<file path="config.mk">
export PLATFORM = sky130hd
export DESIGN_NAME = tpn_node
export DESIGN_NICKNAME = d
export VERILOG_FILES = /design/src/include/tpn_pkg.sv /design/src/logic/tpn_node.sv /design/src/logic/tpn_timer.sv
export VERILOG_INCLUDE_DIRS = /design/src /design/src/include
export SDC_FILE = /design/constraint.sdc
export NUM_CORES = 1
export LEC_CHECK = 0
export BUFFER_PORTS_ARGS = -buffer_cell sky130_fd_sc_hd__buf_2
export CAP_MARGIN = 0
export CORE_MARGIN = 4
export CORE_UTILIZATION = 26
export DETAILED_ROUTE_END_ITERATION = 10
export PLACE_DENSITY_LB_ADDON = 0.2
export SYNTH_ARGS = -nofsm -noshare
export SYNTH_HDL_FRONTEND = slang
export SYNTH_SLANG_ARGS = --single-unit
</file>
<file path="constraint.sdc">
create_clock -name I_CLK_SYS -period 1.8 [get_ports I_CLK_SYS]
set_input_delay 0.09 -clock I_CLK_SYS [delete_from_list [all_inputs] [get_ports I_CLK_SYS]]
set_output_delay 0.09 -clock I_CLK_SYS [all_outputs]
set_load 0.02 [all_outputs]
</file>
<file path="src/include/tpn_defs.svh">
// constants for the token-pass network node
`ifndef TPN_DEFS_SVH
`define TPN_DEFS_SVH
`define TPN_ADDR_W 5
`define TPN_MAX_NODES 32
`define TPN_MAX_ADDR_DEF 5'h1f
`define TPN_RESET_ADDR 5'h01
`define TPN_PASS_TRIES 2'h3
`define TPN_HOLD_MIN 3'h1
`define TPN_HOLD_MAX 3'h4
`define TPN_DEAD_CYCLES 16'h2710
`define TPN_REPLY_CYCLES 16'h00c8
`endif

</file>
<file path="src/include/tpn_pkg.sv">
// types for the token-pass network node
`default_nettype none
package tpn_pkg;
  typedef enum logic [2:0] {
    TPN_IDLE  = 3'h0,
    TPN_CLAIM = 3'h1,
    TPN_SEND  = 3'h3,
    TPN_PASS  = 3'h2,
    TPN_WAIT  = 3'h6,
    TPN_SRCH  = 3'h7
  } tpn_state_t;
endpackage
`default_nettype wire

</file>
<file path="src/logic/tpn_node.sv">
// token-pass node: network start, token claim, successor search, passing
`timescale 1ns/10ps
`default_nettype none
`include "tpn_defs.svh"
module tpn_node
  import tpn_pkg::*;
#(
  parameter int ADDR_W = `TPN_ADDR_W,
  parameter int TMR_W = 16,
  parameter logic [TMR_W-1:0] DEAD_CYCLES = `TPN_DEAD_CYCLES,
  parameter logic [TMR_W-1:0] REPLY_CYCLES = `TPN_REPLY_CYCLES
) (
  // clock and reset
  input wire logic I_CLK_SYS,
  input wire logic I_RESETN,
  // configuration
  input wire logic I_IS_INITIATOR,
  input wire logic I_CFG_LOAD,
  input wire logic [ADDR_W-1:0] I_CFG_ADDR,
  input wire logic [ADDR_W-1:0] I_CFG_MAX_ADDR,
  input wire logic [2:0] I_CFG_HOLD,
  // link events
  input wire logic I_LINK_ACTIVITY,
  input wire logic I_TOKEN_RX,
  input wire logic I_TX_DONE,
  // application
  input wire logic I_MSG_PENDING,
  // link requests
  output logic O_SEND_MSG,
  output logic O_SEND_PASS,
  output logic [ADDR_W-1:0] O_DEST_ADDR,
  // status
  output logic [ADDR_W-1:0] O_NODE_ADDR,
  output logic [ADDR_W-1:0] O_MAX_ADDR,
  output logic O_HAS_TOKEN,
  output logic O_NET_NORMAL,
  output logic O_CFG_ERR
);
  typedef struct packed {
    tpn_state_t state;
    logic [ADDR_W-1:0] addr;
    logic [ADDR_W-1:0] max_addr;
    logic [2:0] hold;
    logic [ADDR_W-1:0] succ;
    logic succ_ok;
    logic [ADDR_W-1:0] target;
    logic [1:0] tries;
    logic [2:0] sent;
    logic origin;
    logic normal;
    logic cfg_err;
    logic send_msg;
    logic send_pass;
    logic fresh;
  } tpn_st_t;
  tpn_st_t st;
  tpn_st_t next_st;

  logic dead;
  logic reply_late;
  logic restart_dead;
  logic restart_reply;

  // next address with wrap past the maximum
  function automatic logic [ADDR_W-1:0] next_addr(input logic [ADDR_W-1:0] a,
                                                  input logic [ADDR_W-1:0] mx);
    next_addr = (a >= mx) ? '0 : ADDR_W'(a + 1'b1);
  endfunction

  // ----------------------------------------------------------
  // timers
  // ----------------------------------------------------------
  // reload on the first cycle out of reset so silence counts from release
  assign restart_dead = st.fresh || I_LINK_ACTIVITY || (st.state != TPN_IDLE);
  assign restart_reply = (st.state != TPN_WAIT) || I_LINK_ACTIVITY;

  tpn_timer #(.WIDTH(TMR_W)) u_dead (
    .I_CLK_SYS(I_CLK_SYS),
    .I_RESETN(I_RESETN),
    .i_restart(restart_dead),
    .i_load(DEAD_CYCLES),
    .o_expired(dead)
  );

  tpn_timer #(.WIDTH(TMR_W)) u_reply (
    .I_CLK_SYS(I_CLK_SYS),
    .I_RESETN(I_RESETN),
    .i_restart(restart_reply),
    .i_load(REPLY_CYCLES),
    .o_expired(reply_late)
  );

  // ----------------------------------------------------------
  // token state machine
  // ----------------------------------------------------------
  always_comb begin
    next_st = st;
    next_st.send_msg = 1'b0;
    next_st.send_pass = 1'b0;
    next_st.fresh = 1'b0;
    if (I_CFG_LOAD) begin
      // reject a zero responder address, a zero maximum address or a hold outside the limits
      if (!I_IS_INITIATOR && I_CFG_ADDR == '0) begin
        next_st.cfg_err = 1'b1;
      end else if (I_CFG_MAX_ADDR == '0 || I_CFG_HOLD < `TPN_HOLD_MIN
                   || I_CFG_HOLD > `TPN_HOLD_MAX) begin
        next_st.cfg_err = 1'b1;
      end else begin
        next_st.cfg_err = 1'b0;
        next_st.addr = I_CFG_ADDR;
        next_st.max_addr = I_CFG_MAX_ADDR;
        next_st.hold = I_CFG_HOLD;
      end
    end
    case (st.state)
      TPN_IDLE: begin
        if (I_TOKEN_RX) begin
          next_st.state = TPN_SEND;
          next_st.sent = '0;
          next_st.origin = 1'b0;
        end else if (dead && I_IS_INITIATOR) begin
          next_st.state = TPN_CLAIM;
          next_st.normal = 1'b0;
        end
      end
      TPN_CLAIM: begin
        // claimant originates network build
        next_st.origin = 1'b1;
        next_st.sent = st.hold;
        next_st.state = TPN_SEND;
      end
      TPN_SEND: begin
        if (I_MSG_PENDING && st.sent < st.hold) begin
          if (!st.send_msg) begin
            next_st.send_msg = 1'b1;
          end
          if (I_TX_DONE) begin
            next_st.sent = 3'(st.sent + 1'b1);
          end
        end else begin
          next_st.tries = '0;
          next_st.state = TPN_PASS;
          if (st.succ_ok) begin
            next_st.target = st.succ;
          end else begin
            next_st.target = next_addr(st.addr, st.max_addr);
          end
        end
      end
      TPN_PASS: begin
        if (st.target == st.addr) begin
          // search came back round to own address: ring complete
          next_st.normal = 1'b1;
          next_st.state = TPN_IDLE;
        end else begin
          next_st.send_pass = 1'b1;
          next_st.tries = 2'(st.tries + 1'b1);
          next_st.state = TPN_WAIT;
        end
      end
      TPN_WAIT: begin
        if (I_LINK_ACTIVITY) begin
          next_st.succ = st.target;
          next_st.succ_ok = 1'b1;
          next_st.state = TPN_IDLE;
        end else if (reply_late) begin
          if (st.tries < `TPN_PASS_TRIES) begin
            next_st.state = TPN_PASS;
          end else begin
            next_st.succ_ok = 1'b0;
            next_st.state = TPN_SRCH;
          end
        end
      end
      TPN_SRCH: begin
        next_st.tries = '0;
        next_st.target = next_addr(st.target, st.max_addr);
        next_st.state = TPN_PASS;
      end
      default: begin
        next_st.state = TPN_IDLE;
      end
    endcase
    if (st.origin && I_TOKEN_RX && st.state == TPN_IDLE) begin
      next_st.normal = 1'b1;
    end
  end

  always_ff @(posedge I_CLK_SYS) begin
    if (!I_RESETN) begin
      st <= '0;
      st.state <= TPN_IDLE;
      st.addr <= `TPN_RESET_ADDR;
      st.max_addr <= `TPN_MAX_ADDR_DEF;
      st.hold <= `TPN_HOLD_MIN;
      st.fresh <= 1'b1;
    end else begin
      st <= next_st;
    end
  end

  // ----------------------------------------------------------
  // outputs
  // ----------------------------------------------------------
  assign O_SEND_MSG = st.send_msg;
  assign O_SEND_PASS = st.send_pass;
  assign O_DEST_ADDR = st.target;
  assign O_NODE_ADDR = st.addr;
  assign O_MAX_ADDR = st.max_addr;
  assign O_HAS_TOKEN = (st.state != TPN_IDLE) && (st.state != TPN_WAIT);
  assign O_NET_NORMAL = st.normal;
  assign O_CFG_ERR = st.cfg_err;
endmodule // tpn_node
`default_nettype wire

</file>
<file path="src/logic/tpn_timer.sv">
// down counter that restarts on link activity and flags expiry
`timescale 1ns/10ps
`default_nettype none
module tpn_timer #(
  parameter int WIDTH = 16
) (
  // clock and reset
  input wire logic I_CLK_SYS,
  input wire logic I_RESETN,
  // control
  input wire logic i_restart,
  input wire logic [WIDTH-1:0] i_load,
  // status
  output logic o_expired
);
  typedef struct packed {
    logic [WIDTH-1:0] cnt;
  } tpn_tmr_t;
  tpn_tmr_t st;
  tpn_tmr_t next_st;

  always_comb begin
    next_st = st;
    if (i_restart) begin
      next_st.cnt = i_load;
    end else if (st.cnt != '0) begin
      next_st.cnt = st.cnt - 1'b1;
    end
  end

  always_ff @(posedge I_CLK_SYS) begin
    if (!I_RESETN) begin
      st <= '0;
    end else begin
      st <= next_st;
    end
  end

  assign o_expired = (st.cnt == '0) && !i_restart;
endmodule // tpn_timer
`default_nettype wire

</file>
**Word level (Yosys, flattened, before mapping)**

Cells that the tools add are included.

- Equal/unequal tests: 18
- Magnitude comparators: 6
- Add/sub/neg operators: 6
- Muxes and demuxes: 37
- Bitwise logic cells: 3
- Reduce and logical (&&, ||, !) cells: 45

Operator list:

| operator | number |
|---|---|
| 16-bit logical NOT | 2 |
| 16-bit nonzero test | 2 |
| 16-bit by 1-bit subtractor with 16-bit output (second input constant) | 2 |
| 14-bit 2-to-1 mux | 2 |
| 3-bit 2-to-1 mux | 9 |
| 3-bit one-hot mux with 6 select lines | 1 |
| 8-bit 2-to-1 mux | 2 |
| 5-bit 2-to-1 mux | 3 |
| 3-bit AND reduction | 5 |
| 1-bit 2-to-1 mux | 12 |
| 2-bit inequality test (second input constant) | 6 |
| 3-bit inequality test (second input constant) | 4 |
| 3-bit nonzero test | 4 |
| 5-bit by 1-bit adder with 5-bit output (second input constant) | 2 |
| 5-bit greater-or-equal comparator | 2 |
| 5-bit logical NOT | 2 |
| 5-bit one-hot mux with 2 select lines | 1 |
| 2-bit nonzero test | 5 |
| 3-bit one-hot mux with 3 select lines | 1 |
| 1-bit logical AND | 8 |
| 2-bit AND reduction | 4 |
| 4-bit AND reduction | 2 |
| 7-bit 2-to-1 mux | 1 |
| 3-bit by 2-bit equality test with 1-bit output (second input constant) | 2 |
| 19 further kinds | 31 |

- Logic and storage cells: 134
- Register bits after elaboration: 70
- Output and inout bits: 20

**Logic depth before layout (Yosys ltp)**

Gate-level depths: netlist of the first run.

- Word-level depth: 9
- Depth in mapped cells: 8

**By module**

Synthesis of the first run repeated with hierarchy kept, for this count alone.

- Cells, all modules: 518
- Area total of the unflattened synthesis: 4234.1 µm²

Modules (own cells, without submodules):

| module | times used | seq. area each (µm²) | cells each | area each (µm²) |
|---|---|---|---|---|
| tpn_node | 1 | 760.7 | 278 | 2359.8 |
| tpn_timer | 2 | 320.3 | 120 | 937.1 |

**Worst setup path before layout of the first run**

No wires, ideal clock.

- Path kind: register to register
- From: register st (netlist bit O_NODE_ADDR[3])
- To: register st (netlist bit O_DEST_ADDR[2])
- Setup slack: 0.030 ns
- Cell stages (with the launch flop): 7
- Path buffers: 0
- Arrival: 1.655 ns
- Cells stage by stage: dfxtp_1 -> ha_1 -> a21o_1 -> a211oi_1 -> o21a_1 -> a221oi_1 -> a2111oi_0

- Longest elaborated chain between the ends: 5

Ends and longest elaborated chain:

| item | line | RTL |
|---|---|---|
| start, declared | tpn_node.sv:56 | `tpn_st_t st;` |
| start signal, assigned | tpn_node.sv:198 | `st <= next_st;` |
| 5-bit greater-or-equal comparator | tpn_node.sv:67 | `next_addr = (a >= mx) ? '0 : ADDR_W'(a + 1'b1);` |
| 5-bit 2-to-1 mux | tpn_node.sv:67 |  |
| 5-bit 2-to-1 mux | tpn_node.sv:143 | `if (st.succ_ok) begin` |
| 7-bit 2-to-1 mux | tpn_node.sv:133 | `if (I_MSG_PENDING && st.sent < st.hold) begin` |
| 5-bit one-hot mux with 2 select lines | tpn_node.sv:115 | `case (st.state)` |

Every way passes these cells. The select of a mux whose other input is x is not followed.
A chain may end at the register's enable or synchronous reset.

**Final worst setup path of the first run**

- From: register st[24] (netlist name)
- To: register st (netlist bit O_DEST_ADDR[3])

- Longest elaborated chain between the ends: 4

Ends and longest elaborated chain:

| item | line |
|---|---|
| 3-bit < comparator | tpn_node.sv:133 |
| 1-bit logical AND | tpn_node.sv:133 |
| 2-bit inequality test (no line) | - |
| 2-bit AND reduction (no line) | - |

Every way passes these cells.

==> results of run 1 <==
[final timing paths]
check | startpoint | end | slack [ns] | cells after the start
worst min-delay path | I_CFG_HOLD[0] | st[22]$_SDFFE_PN1P_ | 0.005 | 3
worst min register to register | O_SEND_MSG$_SDFF_PN0_ | O_SEND_MSG$_SDFF_PN0_ | 0.44 | 1
worst max register to register | st[24]$_SDFFE_PN0P_ | O_DEST_ADDR[3]$_SDFFE_PN0P_ | -0.05 | 8
worst max-delay path | st[24]$_SDFFE_PN0P_ | O_DEST_ADDR[3]$_SDFFE_PN0P_ | -0.05 | 8
[cell type report]
class	count	area, um^2	area share, %
Clock buffer	13	260.3	5.149
Timing Repair Buffer	93	625.6	12.38
Tap cell	184	230.2	4.554
Inverter	20	75.07	1.485
Multi-Input combinational cell	324	2366	46.81
Clock inverter	3	90.09	1.782
Sequential cell	70	1408	27.85
[layout by cell type (no fill, tap or decap), types with 3 or more instances in the layout]
master,netlist,final
nor2_1,46,45
ha_4,0,3
buf_4,16,47
inv_2,0,3
a211oi_2,1,4
nor4_2,3,3
a211oi_1,9,6
xnor2_1,14,14
o21ai_0,13,10
dfxtp_2,0,5
dlygate4sd3_1,0,3
a31oi_1,3,3
nand4_1,6,6
a21o_1,3,3
bufinv_16,0,3
or3_1,4,4
a2111oi_4,2,3
o211ai_1,9,9
buf_2,6,40
nand3_1,21,20
inv_1,19,16
nand3b_1,5,5
xor2_1,17,17
mux2i_1,12,12
a2111oi_2,4,4
nor4_1,5,5
a21oi_1,30,29
or4_1,3,3
nor3_1,11,9
clkbuf_16,0,9
nand2b_1,7,7
ha_1,19,16
and2_1,3,3
nand2_1,37,34
dfxtp_1,70,65
[logic make-up (layout without fill, tap and decap cells)]
| family | count (synthesis) | in the layout | share of synthesized area [%] |
|---|---|---|---|
| adder cells (fa/ha/maj) | 19 | 19 | 6.066 |
| AO/OA/AOI/OAI | 93 | 93 | 17.46 |
| AND/OR/NAND/NOR | 169 | 169 | 23.37 |
| multiplexers | 12 | 12 | 3.065 |
| XOR/XNOR | 31 | 31 | 6.928 |
| flip-flops | 70 | 70 | 35.76 |
| buffers and inverters | 54 | 129 | 7.344 |
[worst register-to-register path, stage by stage (launching register included)]
cell	delay [ns]
dfxtp_2	0.33
inv_2	0.05
ha_4	0.28
nand2_4	0.06
o211ai_4	0.23
buf_6	0.13
o211ai_1	0.17
a32o_1	0.26
o31a_1	0.23
[routing by layer]
layer / part of all wire [%] / GRT usage [%] / vias up
li1: - / - / 1733
met1: 49 / 16.87 / 1616
met2: 47 / 19.33 / 61
met3: 2.6 / 2.033 / 20
met4: 1.8 / 5.445 / 0
met5: 0 / 0 / -
[stage by stage]
step	hold WS (ns)	TNS [ns]	setup WS, ns	total power, mW	utilization [%]
2_1_floorplan	0.2105	0	0.03039	2.536	-
5_1_grt	0.003743	-0.1265	-0.1101	5.288	34.52
6_report	0.005375	-0.05219	-0.04667	5.035	34.52
3_3_place_gp	0.3203	-0.1086	-0.04767	2.876	30.64
4_1_cts	0.0009448	0	0.02030	5.033	33.64
3_5_place_dp	0.3382	-0.3793	-0.2149	2.886	30.64
[state kept, by name, summed over array words and instances, names as in the netlist]
register,count
O_SEND_PASS,1
u_reply.st,16
O_MAX_ADDR,5
O_SEND_MSG,1
O_NODE_ADDR,5
u_dead.st,16
O_DEST_ADDR,5
O_NET_NORMAL,1
O_CFG_ERR,1
st,19
[power by group through the flow]
stage	Combinational, mW	Clock, mW	Sequential (mW)
5_1_grt	1.31	2.21	1.76
6_report	1.20	2.09	1.75
4_1_cts	1.15	2.14	1.74
2_1_floorplan	0.764	0	1.77
3_5_place_dp	1.11	0	1.78
3_3_place_gp	1.10	0	1.78
[repair_timing]
action | 4_1_cts | 5_1_grt
gates cloned | 0 | 0
buffers inserted | 1 | 3
hold endpoints to repair | 3 | 0
hold buffers | 3 | 0
gates resized for setup | 14 | 23
endpoints found under the setup margin | 5 | 27
pin swaps | 5 | 8
==> results.md, run 1 <==
- Leak: 2.041 nW
- Layout cells sized above 1: 29.06%
- Final HPWL DP: 7.520 mm
- Final Max Slew Viols: 0
- CP Cell Sequence: inv_2 -> ha_4 -> nand2_4 -> o211ai_4 -> buf_6 -> o211ai_1 -> a32o_1 -> o31a_1
- Crit path launch type: flop
- Cells after Synth: 448
- Comb power frac: 23.7%
- Clk Latency, worst-skew pair: 0.33 ns
- Post-route insts no fill: 707
- Setup WS post-layout: -0.04667 ns
- DRC: 0
- Die H: 130.8 um
- Pwr dens: 996.0 nW/um^2
- Clock-pin slew on the worst setup and hold paths: 0.06 ns
- Share of the synthesized area in the top cell type: 35.76%
- Vias: 3430
- H-tree depth: 3
- Drt wl/cell: 14.64 um
- Min Tclk post-route: 1.847 ns
- Core area: 14640 um^2
- Clk network pwr share: 41.6%
- Initial antenna violation count: 0
- Synthesized area: 3919 um^2
- Outcome: complete, but fails checks
- Slowest CP cell: dfxtp_2
- Top cells by area, synth: dfxtp_1, ha_1, nor2_1
- Final Hold Viols: 0
- MaxCap Viol Count: 0
- Design area: 5055 um^2
- RSZ-0062 raised after global routing: true
- Synth Warn #: 0
- Most common cell in the netlist: dfxtp_1
- Cell Int Power: 3.612 mW
- # port buffers: 40
- Hold Crit Class: in2reg
- Routability Congestion: 0.8020
- Final wirelength: 10.35 mm
- WS Path Type: reg2reg
- Most used DFF post-synth: dfxtp_1
- Die area: 17100 um^2
- Total CTS buffers: 9
- Inserted Diodes: 0
- Overall routing resource usage: 12.39%
- CP max stage delay: 0.33 ns
- Top cells by count, synth: dfxtp_1, nor2_1, nand2_1, a21oi_1, nand3_1
- Post-route antenna net violation count: 0
- Synth area leader: dfxtp_1
- Reg power frac: 34.7%
- Final-stage net count: 558
- Peak VDD IR: 0.0004378 V
- Worst EP required: 2.02 ns
- Seq cells post-synth: 70
- Cells after DPL: 684
- Failing checks: negative setup slack
- Top delay family on crit path: compound AO/OA/AOI/OAI gates
- CTS root buf: clkbuf_16
- Overflow after GRT: 0
- Post-synth EDFFs: 0
- Router iterations before antenna repair: 4
- Final Cycle Share: 102.6%
- Area Growth Syn to Fin: 28.99%
- First-pass GRT wire length: 16.79 mm
- Post-synth ARST share: 0%
- CTS tree: built
- F_max: 0.5415 GHz
- Relative slew slack: 74.31%
- Std cell rows: 44
- Sequential share of the synthesized area: 35.76%
- Vias in the first global route: 3395
- Number of fill cells in the layout: 1533
- Clock skew: 0.004567 ns
- Sw Ratio: 28.26%
- CP max FO: 4
- Crit. End Element: flop
- Area after DPL: 4487 um^2
- Slew of the pin with the lowest slew margin: 0.3854 ns
- Synth unique cells: 60
- Largest net degree at the start of global routing: 23
- Initial DRC count: 107
- I/O Pins: 41
- Initial Util: 26.76%
- # clock sinks: 70
- CP Buf/Inv Count: 2
- Data arrival, critical path: 2.06 ns
- Syn nets: 488
- Vias per inst: 4.851
- Die X: 130.8 um
- Setup Viol. Count Final: 2
- Avg Cell Area, Syn: 8.747 um^2
- Net load switching power: 1.423 mW
- Maximum buffer depth of the clock tree: 2
Note: power is estimated with default switching activity, not from simulation.
==> run 2, diff against run 1 <==
--- a/config.mk
+++ b/config.mk
@@ -10,8 +10,10 @@
 export CAP_MARGIN = 0
 export CORE_MARGIN = 4
 export CORE_UTILIZATION = 26
+export CTS_BUF_LIST = sky130_fd_sc_hd__clkbuf_4 sky130_fd_sc_hd__clkbuf_8
 export DETAILED_ROUTE_END_ITERATION = 10
 export PLACE_DENSITY_LB_ADDON = 0.2
+export RECOVER_POWER = 50
 export SYNTH_ARGS = -nofsm -noshare
 export SYNTH_HDL_FRONTEND = slang
 export SYNTH_SLANG_ARGS = --single-unit
==> constraint.sdc (replaced) <==
create_clock -name I_CLK_SYS -period 1.9 [get_ports I_CLK_SYS]
set_input_delay 0.095 -clock I_CLK_SYS [delete_from_list [all_inputs] [get_ports I_CLK_SYS]]
set_output_delay 0.095 -clock I_CLK_SYS [all_outputs]
set_load 0.02 [all_outputs]
==> run 2 against run 1 <==
Effect of this change: the flow now finishes without violations; first-iteration DRC count rose by 28%; final cell count fell by 0.85%; largest cell class unchanged; critical path depth did not move; power fell by 25%; wire length fell by 4.2%; combinational power fell by 13%; largest power group is now sequential cells; non-clock buffer count fell by 6; die area did not move; sequential power fell by 5%.
==> results.md, run 2 (synthesized netlist as in run 1, its figures left out) <==
- CP max FO: 3
- Routability Congestion: 0.7659
- Post-route insts no fill: 701
- CTS root buf: clkbuf_8
- Outcome: finished clean
- Overflow after GRT: 0
- Vias: 3336
- Initial antenna violation count: 0
- MaxCap Viol Count: 0
- Min Tclk post-route: 1.790 ns
- Largest net degree at the start of global routing: 23
- Final Cycle Share: 94.19%
- CTS tree: built
- Die X: 130.8 um
- Clk Latency, worst-skew pair: 0.35 ns
- Final-stage net count: 552
- Post-route antenna net violation count: 0
- Commonest non-fill, non-tap cell in the layout: dfxtp_1
- Crit path launch type: flop
- Layer with the highest usage: met2
- Layout cells sized above 1: 19.73%
- Biggest regs: st x19, u_dead.st x16, u_reply.st x16
- Vias per inst: 4.759
- Area Growth Syn to Fin: 20.34%
- Vias in the first global route: 3287
- I/O Pins: 41
- Fin Setup TNS: 0 ns
- Final Hold Viols: 0
- Router iterations before antenna repair: 4
- Critical R2R Launch: O_MAX_ADDR[3]$_SDFFE_PN1P_
- Met3 Usage GRT: 2.520%
- Final Max Slew Viols: 0
- First-pass GRT wire length: 16.44 mm
- Most flop-heavy register: st
- Cells after DPL: 671
- Most frequent cells in the layout: dfxtp_1, nor2_1, nand2_1
- Clock skew: 0.01084 ns
- H-tree depth: 3
- Data arrival, critical path: 2.03 ns
- Clock-pin slew on the worst setup and hold paths: 0.08 ns
- M1 GR Usage: 16.43%
- Overall routing resource usage: 11.95%
- Max FFs per register: 19
- Die area: 17100 um^2
- Drt wl/cell: 14.15 um
- Setup Viol. Count Final: 0
- Hold Path Origin: I_CFG_HOLD[1]
- Final wirelength: 9.920 mm
- Peak VDD IR: 0.0004279 V
- Total power: 3.763 mW
- GRT met2 Usage: 18.91%
- Worst EP required: 2.14 ns
- Final HPWL DP: 7.132 mm
- Slew of the pin with the lowest slew margin: 0.8957 ns
- DRC: 0
- Inserted Diodes: 0
- Std cell rows: 44
- Initial DRC count: 137
- Maximum buffer depth of the clock tree: 2
- Crit. End Element: flop
- # clock sinks: 70
- Pwr dens: 797.9 nW/um^2
- Number of fill cells in the layout: 1567
- F_max: 0.5588 GHz
- WS Path Type: reg2reg
- Critical path origin: O_MAX_ADDR[3]$_SDFFE_PN1P_
- Relative slew slack: 40.29%
- Leak: 1.823 nW
- Core area: 14640 um^2
- # port buffers: 40
- Total CTS buffers: 9
- Hold Crit Class: in2reg
- Initial Util: 26.76%
- Die H: 130.8 um
## run 2: report_power, final
group / total, mW / internal (mW) / switching, mW
logic: 1.04 / 0.450 / 0.589
registers: 1.66 / 1.56 / 0.0944
clock network: 1.07 / 0.483 / 0.585
## run 2: final timing paths
check | end | slack [ns] | cells past startpoint
min | st[23]$_SDFFE_PN0P_ | 0.04 | 3
min reg2reg | O_SEND_MSG$_SDFF_PN0_ | 0.45 | 1
max | O_DEST_ADDR[1]$_SDFFE_PN0P_ | 0.11 | 8
max reg2reg | O_DEST_ADDR[1]$_SDFFE_PN0P_ | 0.11 | 8
## run 2: area by class of cell
type | count | area (um^2) | share of cell area [%]
Sequential cell | 70 | 1408 | 29.85
Clock inverter | 6 | 38.79 | 0.8225
Multi-Input combinational cell | 324 | 2276 | 48.26
Tap cell | 184 | 230.2 | 4.882
Timing Repair Buffer | 87 | 554.3 | 11.75
Clock buffer | 10 | 131.4 | 2.786
Inverter | 20 | 77.57 | 1.645
## run 2: layer usage
metal,part of all wire (%),wire length (um),vias to the layer above
li1,-,-,1716
met1,50,4919,1562
met2,46,4590,51
met3,3.2,315,7
met4,0.96,95,0
met5,0,0,-
## run 2: per-stage QoR
stage                     worst slack, ns  cell area, um^2  hold WS, ns  utilization, %
after floorplan                    0.1304             3919       0.2155               -
after global placement            0.06374             4389       0.3279           29.97
after detailed placement         -0.01843             4389       0.3330           29.97
after CTS                        0.007973             4692      0.01781           32.04
after global routing             -0.01168             4716      0.03974           32.20
final                              0.1103             4716      0.03701           32.20
## run 2: worst max-delay path: stages, from the launching register on
cell	delay, ns
dfxtp_2	0.35
inv_4	0.05
ha_4	0.21
a21o_1	0.18
a211oi_2	0.19
o21a_1	0.18
buf_4	0.12
a221oi_1	0.07
o41ai_1	0.35
## run 2: what timing repair did
item	4_1_cts	5_1_grt
setup buffers	0	2
hold buffers	12	0
endpoints found under the hold margin	12	0
pin swaps	1	8
setup endpoints to repair	2	8
resized for setup	3	12
==> run 3, diff against run 2 <==
--- a/config.mk
+++ b/config.mk
@@ -13,7 +13,6 @@
 export CTS_BUF_LIST = sky130_fd_sc_hd__clkbuf_4 sky130_fd_sc_hd__clkbuf_8
 export DETAILED_ROUTE_END_ITERATION = 10
 export PLACE_DENSITY_LB_ADDON = 0.2
-export RECOVER_POWER = 50
 export SYNTH_ARGS = -nofsm -noshare
 export SYNTH_HDL_FRONTEND = slang
 export SYNTH_SLANG_ARGS = --single-unit
==> run 3 against run 2 <==
Effect of this change: global-route usage stayed put; critical path depth did not move; clock-buffer cell count unchanged; die area unchanged; sequential share of layout area shrank 0.22 points; clock power is essentially flat; first-iteration DRC count rose by 5.1%; critical path type unchanged; sequential power barely moved; critical endpoint unchanged; via count grew 0.18%; clock skew about the same; core utilization rose by 0.24 points.
==> results.md, run 3 (synthesized netlist as in run 1, its figures left out) <==
- Worst EP required: 2.14 ns
- CTS tree: built
- Relative slew slack: 61.86%
- Most frequent cells in the layout: dfxtp_1, nor2_1, buf_2
- Std cell rows: 44
- F_max: 0.5594 GHz
- Multi-input combinational cell area: 2282 um^2
- I/O Pins: 41
- Overall routing resource usage: 11.95%
- # clock sinks: 70
- Area Growth Syn to Fin: 21.23%
- FF-to-FF End: O_DEST_ADDR[1]$_SDFFE_PN0P_
- Most flop-heavy register: st
- WS Path Type: reg2reg
- Slew of the pin with the lowest slew margin: 0.5671 ns
- Final HPWL DP: 7.132 mm
- Total CTS buffers: 9
- Initial Util: 26.76%
- Die area: 17100 um^2
- Clk Latency, worst-skew pair: 0.35 ns
- Maximum buffer depth of the clock tree: 2
- Final wirelength: 9.899 mm
- Max FFs per register: 19
- Initial DRC count: 144
- Vias: 3342
- Flop2flop setup slack: 0.11 ns
- Critical R2R Launch: O_MAX_ADDR[3]$_SDFFE_PN1P_
- Data arrival, critical path: 2.03 ns
- First-pass GRT wire length: 16.44 mm
- Sequential Area: 1408 um^2
- Hold path depth: 3
- Die H: 130.8 um
- Peak VDD IR: 0.0004269 V
- Cells after DPL: 671
- Hold Crit Class: in2reg
- Clock-pin slew on the worst setup and hold paths: 0.08 ns
- Commonest non-fill, non-tap cell in the layout: dfxtp_1
- Routability Congestion: 0.7659
- Vias per inst: 4.767
- Hold Path End: st[23]$_SDFFE_PN0P_
- Leak: 1.894 nW
- Final Cycle Share: 94.08%
- Post-route antenna net violation count: 0
- Hold Path Origin: I_CFG_HOLD[1]
- Post-route insts no fill: 701
- Vias in the first global route: 3287
- Final Hold Viols: 0
- Crit path launch type: flop
- Initial antenna violation count: 0
- Post-Route Utilization: 32.44%
- Clock skew: 0.01087 ns
- DRC: 0
- Largest net degree at the start of global routing: 23
- Overflow after GRT: 0
- Outcome: finished clean
- Setup WS post-layout: 0.1125 ns
- Router iterations before antenna repair: 4
- Drt wl/cell: 14.12 um
- CP max FO: 3
- MaxCap Viol Count: 0
- Die X: 130.8 um
- Min Tclk post-route: 1.788 ns
- CTS root buf: clkbuf_8
- Crit. End Element: flop
- Total power: 3.779 mW
- Pwr dens: 795.5 nW/um^2
- Layout cells sized above 1: 23.79%
- Setup Viol. Count Final: 0
- Final-stage net count: 552
- Inserted Diodes: 0
- Biggest regs: st x19, u_dead.st x16, u_reply.st x16
- Number of fill cells in the layout: 1553
- Core area: 14640 um^2
- Pre-CTS setup slack: -0.01843 ns
- # port buffers: 40
- Worst reg2reg path depth: 8
- H-tree depth: 3
- Final hold slack: 0.03451 ns
- Final Max Slew Viols: 0
run 3: cell types whose count changed in the layout (fill, tap and decap cells not counted), sizes merged:
cell / before / now
clkbuf: 31 / 10
buf: 54 / 75
run 3: cell type report:
| type | count | area share (%) |
|---|---|---|
| Timing Repair Buffer | 87 | 12.27 |
| Inverter | 20 | 1.633 |
| Sequential cell | 70 | 29.63 |
| Clock buffer | 10 | 2.765 |
| Tap cell | 184 | 4.846 |
| Multi-Input combinational cell | 324 | 48.04 |
| Clock inverter | 6 | 0.8164 |
run 3: worst max-delay path by stage:
stage,start,to,slack [ns],cells past startpoint
after CTS,O_MAX_ADDR[3]$_SDFFE_PN1P_,O_DEST_ADDR[1]$_SDFFE_PN0P_,0.008,8
after detailed placement,O_MAX_ADDR[3]$_SDFFE_PN1P_,O_DEST_ADDR[2]$_SDFFE_PN0P_,-0.02,7
after global placement,O_MAX_ADDR[3]$_SDFFE_PN1P_,O_DEST_ADDR[2]$_SDFFE_PN0P_,0.06,7
after global routing,O_MAX_ADDR[3]$_SDFFE_PN1P_,O_DEST_ADDR[1]$_SDFFE_PN0P_,-0.01,8
after floorplan,O_NODE_ADDR[3]$_SDFFE_PN0P_,O_DEST_ADDR[2]$_SDFFE_PN0P_,0.13,6
final,O_MAX_ADDR[3]$_SDFFE_PN1P_,O_DEST_ADDR[1]$_SDFFE_PN0P_,0.11,8
run 3: routing by layer:
metal | vias to the layer above | track usage [%] | routed length (um) | share of wire, %
met1 | 1572 | 16.43 | 4961 | 50
li1 | 1714 | - | - | -
met2 | 49 | 18.91 | 4528 | 46
met4 | 0 | 3.569 | 95 | 0.96
met3 | 7 | 2.520 | 314 | 3.2
met5 | - | 0 | 0 | 0
run 3: power breakdown:
group	switching, mW	internal, mW	total (mW)
clock network	0.583	0.483	1.07
registers	0.0955	1.56	1.66
logic	0.590	0.466	1.06
total	1.27	2.51	3.78
run 3: what timing repair did:
action	in CTS	in global routing
pin swaps	1	8
hold buffers	12	0
endpoints found under the hold margin	12	0
setup endpoints to repair	2	8
gates resized for setup	3	12
buffers inserted	0	2
cloned	0	0
run 3: critical path: stages, from the launching register on:
cell      delay, ns
dfxtp_2        0.35
inv_4          0.05
ha_4           0.21
a21o_1         0.18
a211oi_2       0.19
o21a_1         0.18
buf_4          0.12
a221oi_1       0.07
o41ai_1        0.35
run 3: metrics by stage:
| step | cell area (um^2) | TNS (ns) |
|---|---|---|
| 5_1_grt | 4751 | -0.01052 |
| 6_report | 4751 | 0 |
| 2_1_floorplan | 3919 | 0 |
| 3_3_place_gp | 4389 | 0 |
| 3_5_place_dp | 4389 | -0.01843 |
| 4_1_cts | 4692 | 0 |
